--- src/hdl/meie_pkg.sv ---
// Constants for the metering event interrupt enable block.
// Assumes a 32-bit AHB-Lite bus, word registers at index * 4.
package meie_pkg;
   // ---------------------------------------------
   // Register indices (byte address = index * 4)
   // ---------------------------------------------
   localparam logic [15:0] MASK_IDX = 16'hE50A;
   localparam logic [15:0] STAT_IDX = 16'hE502;
   localparam logic [15:0] ACCM_IDX = 16'hE701;
   localparam logic [15:0] CFM_IDX  = 16'hE610;
   localparam logic [15:0] HCFG_IDX = 16'hE900;
   localparam logic [15:0] LCYC_IDX = 16'hE60C;
   // ---------------------------------------------
   // Field layout
   // ---------------------------------------------
   localparam logic [31:0] EN_WMASK = 32'h000F_FFFB;
   localparam int EVW       = 20;
   localparam int B_TA      = 0;
   localparam int B_FA      = 1;
   localparam int B_FR      = 3;
   localparam int B_VA      = 4;
   localparam int B_LINE    = 5;
   localparam int B_APS     = 6;
   localparam int B_PS1     = 9;
   localparam int B_FRS     = 10;
   localparam int B_PS2     = 13;
   localparam int B_PIN     = 14;
   localparam int B_DSP     = 17;
   localparam int B_PS3     = 18;
   localparam int B_HARM    = 19;
   localparam int ACCM_W    = 8;
   localparam int B_SIGN_SEL = 6;
   localparam int CFM_W     = 12;
   localparam int SEL_W     = 3;
   localparam int SEL1_LSB  = 0;
   localparam int SEL2_LSB  = 3;
   localparam int SEL3_LSB  = 6;
   localparam int DIS_LSB   = 9;
   localparam int HCFG_W    = 8;
   localparam int B_HIMM    = 0;
   localparam int HST_LSB   = 3;
   localparam int HST_W     = 2;
   localparam int HARMONIC_UPDATE_RATE_LSB = 5;
   localparam int HARMONIC_UPDATE_RATE_W   = 3;
   localparam int LCNT_W    = 16;
   localparam int LMODE     = 16;
   localparam int LCYC_W    = 17;
   // ---------------------------------------------
   // Harmonic start-up states
   // ---------------------------------------------
   typedef enum logic [1:0] {
      H_IDLE   = 2'h0,
      H_SETTLE = 2'h1,
      H_RUN    = 2'h3
   } meie_hstate_t;
endpackage

--- src/hdl/meie_top.sv ---
// Interrupt enable mask, event flags and interrupt pin, group 0.
// Assumes event inputs synchronous to clk; AHB-Lite single slave.
`timescale 1ns/10ps
module meie_top #(
   parameter int SETTLE_UNIT_CYC = 40000,
   parameter int HCW             = 18
) (
   // Clock and reset
   input  wire logic        clk,
   input  wire logic        nrst,
   // AHB-Lite slave
   input  wire logic        hsel,
   input  wire logic [31:0] haddr,
   input  wire logic [1:0]  htrans,
   input  wire logic        hwrite,
   input  wire logic [2:0]  hsize,
   input  wire logic [31:0] hwdata,
   input  wire logic        hready,
   output logic             hreadyout,
   output logic [31:0]      hrdata,
   output logic             hresp,
   // Energy accumulator bit 30, phases A..C
   input  wire logic [2:0]  total_active_b30,
   input  wire logic [2:0]  fund_active_b30,
   input  wire logic [2:0]  fund_reactive_b30,
   input  wire logic [2:0]  apparent_b30,
   // Power signs, phases A..C or paths 1..3
   input  wire logic [2:0]  active_sign_total,
   input  wire logic [2:0]  active_sign_fund,
   input  wire logic [2:0]  fund_var_sign,
   input  wire logic [2:0]  pulse_path_sum_sign,
   // Pulse generators, active low
   input  wire logic [2:0]  pulse_raw_n,
   // Event strobes
   input  wire logic        half_cycle_tick,
   input  wire logic        dsp_cycle_done,
   input  wire logic        harmonic_setup,
   input  wire logic        harmonic_update,
   // Pins and configuration outputs
   output logic             energy_pulse_out_1,
   output logic             energy_pulse_out_2,
   output logic             energy_pulse_out_3,
   output logic             interrupt_out_1_n,
   output logic [2:0]       pulse_out1_power_select,
   output logic [2:0]       pulse_out2_power_select,
   output logic [2:0]       pulse_out3_power_select,
   output logic [2:0]       harmonic_update_rate
);
   typedef struct packed {
      logic [31:0]                      mask;
      logic [31:0]                      stat;
      logic [meie_pkg::ACCM_W-1:0]      accm;
      logic [meie_pkg::CFM_W-1:0]       cfm;
      logic [meie_pkg::HCFG_W-1:0]      hcfg;
      logic [meie_pkg::LCYC_W-1:0]      lcyc;
      logic                             wr_pend;
      logic                             rd_pend;
      logic [15:0]                      idx;
      logic [31:0]                      rdata;
      logic                             irq_n;
      logic                             prim;
      logic [2:0]                       e_ta;
      logic [2:0]                       e_fa;
      logic [2:0]                       e_fr;
      logic [2:0]                       e_va;
      logic [2:0]                       s_ap;
      logic [2:0]                       s_fr;
      logic [2:0]                       s_ps;
      logic [2:0]                       pin_n;
      logic [2:0]                       out_n;
      logic [meie_pkg::LCNT_W-1:0]      lc_cnt;
      logic [HCW-1:0]                   hc_cnt;
      meie_pkg::meie_hstate_t           hst;
   } meie_state_t;

   meie_state_t s_ff;
   meie_state_t nxt_s;
   logic [meie_pkg::EVW-1:0] ev;
   logic [2:0]               ap_sign;
   logic [31:0]              clr;
   logic                     take;
   logic [HCW-1:0]           settle;
   logic [15:0]              lc_lim;

   // ---------------------------------------------
   // Bus, pin and configuration outputs
   // ---------------------------------------------
   assign hreadyout = ~s_ff.rd_pend;
   assign hrdata    = s_ff.rdata;
   assign hresp     = 1'b0;
   assign take      = hsel & htrans[1] & hready;

   assign interrupt_out_1_n  = s_ff.irq_n;
   assign energy_pulse_out_1 = s_ff.out_n[0];
   assign energy_pulse_out_2 = s_ff.out_n[1];
   assign energy_pulse_out_3 = s_ff.out_n[2];
   assign pulse_out1_power_select =
      s_ff.cfm[meie_pkg::SEL1_LSB +: meie_pkg::SEL_W];
   assign pulse_out2_power_select =
      s_ff.cfm[meie_pkg::SEL2_LSB +: meie_pkg::SEL_W];
   assign pulse_out3_power_select =
      s_ff.cfm[meie_pkg::SEL3_LSB +: meie_pkg::SEL_W];
   assign harmonic_update_rate =
      s_ff.hcfg[meie_pkg::HARMONIC_UPDATE_RATE_LSB +: meie_pkg::HARMONIC_UPDATE_RATE_W];

   // ---------------------------------------------
   // Next state
   // ---------------------------------------------
   always_comb begin
      nxt_s = s_ff;
      ev    = '0;
      clr   = '0;
      ap_sign = s_ff.accm[meie_pkg::B_SIGN_SEL] ?
                active_sign_fund : active_sign_total;
      settle = HCW'(SETTLE_UNIT_CYC) *
         (HCW'(s_ff.hcfg[meie_pkg::HST_LSB +: meie_pkg::HST_W])
          + HCW'(1));
      lc_lim = s_ff.lcyc[meie_pkg::LCNT_W-1:0];
      nxt_s.prim = 1'b1;
      if (s_ff.prim) begin
         ev[meie_pkg::B_TA] = |(total_active_b30 ^ s_ff.e_ta);
         ev[meie_pkg::B_FA] = |(fund_active_b30 ^ s_ff.e_fa);
         ev[meie_pkg::B_FR] = |(fund_reactive_b30 ^ s_ff.e_fr);
         ev[meie_pkg::B_VA] = |(apparent_b30 ^ s_ff.e_va);
         ev[meie_pkg::B_APS +: 3] = ap_sign ^ s_ff.s_ap;
         ev[meie_pkg::B_PS1] =
            pulse_path_sum_sign[0] ^ s_ff.s_ps[0];
         ev[meie_pkg::B_FRS +: 3] = fund_var_sign ^ s_ff.s_fr;
         ev[meie_pkg::B_PS2] =
            pulse_path_sum_sign[1] ^ s_ff.s_ps[1];
         ev[meie_pkg::B_PIN +: 3] = s_ff.pin_n & ~pulse_raw_n;
         ev[meie_pkg::B_DSP] = dsp_cycle_done;
         ev[meie_pkg::B_PS3] =
            pulse_path_sum_sign[2] ^ s_ff.s_ps[2];
         ev[meie_pkg::B_HARM] =
            harmonic_update & (s_ff.hst == meie_pkg::H_RUN);
      end
      nxt_s.e_ta  = total_active_b30;
      nxt_s.e_fa  = fund_active_b30;
      nxt_s.e_fr  = fund_reactive_b30;
      nxt_s.e_va  = apparent_b30;
      nxt_s.s_ap  = ap_sign;
      nxt_s.s_fr  = fund_var_sign;
      nxt_s.s_ps  = pulse_path_sum_sign;
      nxt_s.pin_n = pulse_raw_n;
      // Disabled pulse pins rest high
      nxt_s.out_n = pulse_raw_n |
         s_ff.cfm[meie_pkg::DIS_LSB +: 3];

      if (!s_ff.lcyc[meie_pkg::LMODE]) begin
         nxt_s.lc_cnt = '0;
      end else if (half_cycle_tick) begin
         if (s_ff.lc_cnt + 16'h0001 >= lc_lim &&
             lc_lim != 16'h0000) begin
            ev[meie_pkg::B_LINE] = s_ff.prim;
            nxt_s.lc_cnt = '0;
         end else begin
            nxt_s.lc_cnt = s_ff.lc_cnt + 16'h0001;
         end
      end

      // Harmonic start-up sequencing
      unique case (s_ff.hst)
         meie_pkg::H_IDLE: begin
            nxt_s.hc_cnt = '0;
         end
         meie_pkg::H_SETTLE: begin
            if (s_ff.hc_cnt <= HCW'(1)) begin
               nxt_s.hst = meie_pkg::H_RUN;
            end else begin
               nxt_s.hc_cnt = s_ff.hc_cnt - HCW'(1);
            end
         end
         meie_pkg::H_RUN: begin
            nxt_s.hc_cnt = '0;
         end
         default: begin
            nxt_s.hst = meie_pkg::H_IDLE;
         end
      endcase
      if (harmonic_setup) begin
         if (s_ff.hcfg[meie_pkg::B_HIMM]) begin
            nxt_s.hst = meie_pkg::H_RUN;
         end else begin
            nxt_s.hst    = meie_pkg::H_SETTLE;
            nxt_s.hc_cnt = settle;
         end
      end

      // Bus data phase
      nxt_s.wr_pend = 1'b0;
      nxt_s.rd_pend = 1'b0;
      if (s_ff.wr_pend) begin
         unique case (s_ff.idx)
            meie_pkg::MASK_IDX: begin
               nxt_s.mask = hwdata & meie_pkg::EN_WMASK;
            end
            meie_pkg::STAT_IDX: begin
               clr = hwdata;
            end
            meie_pkg::ACCM_IDX: begin
               nxt_s.accm = hwdata[meie_pkg::ACCM_W-1:0];
            end
            meie_pkg::CFM_IDX: begin
               nxt_s.cfm = hwdata[meie_pkg::CFM_W-1:0];
            end
            meie_pkg::HCFG_IDX: begin
               nxt_s.hcfg = hwdata[meie_pkg::HCFG_W-1:0];
            end
            meie_pkg::LCYC_IDX: begin
               nxt_s.lcyc = hwdata[meie_pkg::LCYC_W-1:0];
            end
            default: begin
               clr = '0;
            end
         endcase
      end
      if (s_ff.rd_pend) begin
         unique case (s_ff.idx)
            meie_pkg::MASK_IDX: nxt_s.rdata = s_ff.mask;
            meie_pkg::STAT_IDX: nxt_s.rdata = s_ff.stat;
            meie_pkg::ACCM_IDX: nxt_s.rdata = 32'(s_ff.accm);
            meie_pkg::CFM_IDX:  nxt_s.rdata = 32'(s_ff.cfm);
            meie_pkg::HCFG_IDX: nxt_s.rdata = 32'(s_ff.hcfg);
            meie_pkg::LCYC_IDX: nxt_s.rdata = 32'(s_ff.lcyc);
            default:            nxt_s.rdata = 32'h0000_0000;
         endcase
      end
      // Bus address phase
      if (take) begin
         nxt_s.idx     = (haddr[31:18] == 14'h0000 &&
                          haddr[1:0] == 2'h0) ?
                         haddr[17:2] : 16'h0000;
         nxt_s.wr_pend = hwrite;
         nxt_s.rd_pend = ~hwrite;
      end
      // Set wins over write-one-to-clear
      nxt_s.stat = (s_ff.stat & ~clr) | 32'(ev);
      nxt_s.irq_n = ~|(s_ff.stat & s_ff.mask);
   end

   // ---------------------------------------------
   // State register
   // ---------------------------------------------
   always_ff @(posedge clk) begin
      if (!nrst) begin
         s_ff       <= '0;
         s_ff.irq_n <= 1'b1;
         s_ff.out_n <= 3'h7;
      end else begin
         s_ff <= nxt_s;
      end
   end
endmodule

--- config.mk ---
export PLATFORM = sky130hd
export DESIGN_NAME = meie_top
export DESIGN_NICKNAME = d
export VERILOG_FILES = /design/src/hdl/meie_pkg.sv /design/src/hdl/meie_top.sv
export SDC_FILE = /design/constraint.sdc
export NUM_CORES = 1
export LEC_CHECK = 0
export BUFFER_PORTS_ARGS = -buffer_cell sky130_fd_sc_hd__buf_2
export CORE_ASPECT_RATIO = 0.5
export CORE_UTILIZATION = 50
export DETAILED_ROUTE_END_ITERATION = 10
export GPL_TIMING_DRIVEN = 0
export PLACE_DENSITY_LB_ADDON = 0.3
export SETUP_SLACK_MARGIN = 0.3
export SYNTH_ARGS = -nofsm -noshare
export SYNTH_HDL_FRONTEND = slang
export SYNTH_SLANG_ARGS = --single-unit
--- constraint.sdc ---
create_clock -name clk -period 7.2 [get_ports clk]
set_input_delay 1.08 -clock clk [delete_from_list [all_inputs] [get_ports clk]]
set_output_delay 1.08 -clock clk [all_outputs]
set_load 0.1 [all_outputs]
==> flow_summary.json <==
{
  "outcome": "finished clean",
  "synth_area_um2": 9840,
  "cts_buffers": 20,
  "async_flop_share_pct": 0,
  "wirelength_mm": 28.4,
  "crit_required_ns": 7.63,
  "dr.pass1.iters": 6,
  "clock_sinks": 211,
  "start_util_pct": 52.2,
  "ctsHtreeMaxLevel": 1,
  "cts_tree": "done",
  "m1WireLength_mm": 12.5,
  "worst_ep_arrival_time_ns": 3.96,
  "highest_layer": "met5",
  "fmax_mhz": 284,
  "grt_pass1_wl_mm": 44.5,
  "syn_inst": 1109,
  "vias_per_cell": 5.71,
  "crit_fanout": 10,
  "slew_violations": 0,
  "grt_overflow": 0,
  "clk_pin_slew_worst_paths_ns": 0.06,
  "yosysSeqAreaShare_pct": 42.9,
  "antenna_found_initial": 1,
  "fin_skew_ns": 0.00959,
  "synth_nets": 1239,
  "wl_met2_mm": 12.6,
  "diodes": 0,
  "hpwl_mm": 21.5,
  "p_leak_nw": 4.61,
  "layout.nets": 1410,
  "synth_ff_type": "dfxtp_1",
  "synth_top_cell_by_area": "dfxtp_1",
  "die_w_um": 200,
  "ctsLongestPathBuffers": 3,
  "drc": 0,
  "gp_congestion": 0.942,
  "drt_iter0_markers": 898,
  "synth.most_common_cell": "dfxtp_1",
  "postSynthRegisterBits": 211,
  "critPathCaptureType": "register",
  "final.hold.worst_slack_ns": 0.433,
  "track_usage_pct": 27.9,
  "postCtsHoldBufs": 0,
  "clockRootBuffer": "clkbuf_16",
  "wl_met3_mm": 2.54,
  "synth_area_leaders": "dfxtp_1 (43%), nand2_1 (6.4%), a21boi_1 (4.8%), buf_4 (3.7%), nand3_1 (3.5%)",
  "die_height_um": 101,
  "worstSkewPairLatency_ns": 0.50,
  "cts_setup_buffers": 0,
  "via_count": 8854,
  "area_growth_pct": 17.0,
  "hold_violations": 0,
  "drive_above_1_share_pct": 19.9,
  "fin_crit_sh_pct": 48.9,
  "ant_nets": 0,
  "grt_pass1_vias": 8358,
  "die_area_um2": 20300,
  "synthTopCellsByCount": "dfxtp_1 (211), nand2_1 (167), nand3_1 (68)",
  "tightest_slew_ns": 0.819,
  "synth_edf_count": 0,
  "slew-limit-headroom_pct": 45.2,
  "postCtsResizedCells": 0,
  "ios": 155,
  "timing.final.crit_period_ns": 3.52,
  "powerDensity_nw_per_um2": 211,
  "ir_drop_v": 0.000144,
  "cp-start-kind": "register",
  "layout.cells.non_filler": 1551,
  "synth_area_per_cell_um2": 8.87,
  "finalSetupTns_ns": 0,
  "hp-class": "reg -> reg",
  "row_count": 35,
  "place.port_buffers": 149,
  "rsz0062_at_grt": "false",
  "dp.cells": 1517,
  "grt_max_degree": 15,
  "synth_top_cell_area_share_pct": 42.9,
  "synth.yosys.warnings": 0,
  "core_um2": 18800,
  "setup_violations": 0,
  "drv_cap": 0,
  "ys_types": 64,
  "worstSetupPathType": "reg -> reg",
  "wl_per_cell_um": 18.3
}
## layout make-up
class                           instances  area [µm²]
Fill cell                            1699        7320
Multi-Input combinational cell        762        4890
Sequential cell                       211        4220
Timing Repair Buffer                  149         746
Buffer                                105         611
Clock buffer                           29         576
Tap cell                              259         324
Inverter                               31         116
Clock inverter                          5        27.5
## registers in the layout, summed over array words and instances (netlist names)
register	cells
pulse_out2_power_select	3
lc_lim	16
energy_pulse_out_2	1
harmonic_update_rate	3
interrupt_out_1_n	1
hrdata	32
energy_pulse_out_1	1
pulse_out3_power_select	3
pulse_out1_power_select	3
energy_pulse_out_3	1
s_ff	147
## report_power, final
part	leakage, nW	internal (W)	switching, W
combinational	2.60	0.0000872	0.000120
sequential	1.71	0.00119	0.0000210
clock	0.296	0.000555	0.000449
## cells by family (layout without fill, tap and decap cells)
kind of cell    Yosys count  count (layout)  synth area share [%]
simple gates            436             436                  22.6
compound gates          238             238                  18.1
flops                   211             211                  42.9
buf+inv                 136             319                  7.39
xor+xnor                 49              49                  4.36
fa+ha+maj                25              25                  3.18
mux                      13              13                  1.34
other cells               1               1                0.0381
## cell usage in the layout (no fill, tap or decap), types with 8 or more instances in the layout
master / count
a21boi_0: 10
a21boi_1: 63
a21o_1: 8
a21oi_1: 20
a221oi_1: 9
a222oi_1: 18
a22o_1: 18
a22oi_1: 34
a31oi_1: 8
and2_1: 22
and3_1: 10
buf_2: 157
buf_4: 49
clkbuf_1: 48
clkbuf_16: 21
dfxtp_1: 211
ha_1: 25
inv_1: 31
mux2i_1: 12
nand2_1: 167
nand2b_1: 9
nand3_1: 68
nand4_1: 9
nor2_1: 40
nor2b_1: 53
nor3_1: 8
nor4_1: 10
o21ai_0: 18
o22ai_1: 11
xnor2_1: 34
xor2_1: 15
## final timing paths
path | depth (start not counted) | slack, ns | endpoint | start
setup / recovery | 13 | 3.68 | s_ff[32]$_SDFFE_PN0P_ | s_ff[27]$_SDFFE_PN0P_
hold / removal | 2 | 0.43 | s_ff[182]$_SDFF_PN0_ | s_ff[182]$_SDFF_PN0_
setup reg to reg | 13 | 3.68 | s_ff[32]$_SDFFE_PN0P_ | s_ff[27]$_SDFFE_PN0P_
hold reg to reg | 2 | 0.43 | s_ff[182]$_SDFF_PN0_ | s_ff[182]$_SDFF_PN0_
## routing by layer
layer	vias up	track usage, %
li1	4193	-
met1	4230	37.9
met2	369	44.7
met3	60	5.60
met5	-	0
met4	2	9.69
## worst max-delay path, stage by stage, from the launching register on
cell and delay (ns):
dfxtp_1 0.30, clkbuf_1 0.24, nand4_1 0.21, nor4_1 0.47, and3_1 0.25, nor2b_1 0.06, or2_2 0.29, ha_1 0.32
a41oi_1 0.21, o2111ai_1 0.15, o22ai_1 0.24, clkbuf_1 0.42, a21o_1 0.19, a22o_1 0.12
## metrics by stage
step                      power [W]  util (%)  setup WS (ns)  cell area [µm²]
after global placement      0.00144      57.9           3.84            10900
after floorplan             0.00136         -           4.27             9840
after global routing        0.00250      61.1           3.37            11500
after CTS                   0.00243      61.1           3.69            11500
after detailed placement    0.00144      57.9           3.72            10900
final                       0.00242      61.1           3.68            11500
No activity file was read; power rests on OpenSTA's default activity.
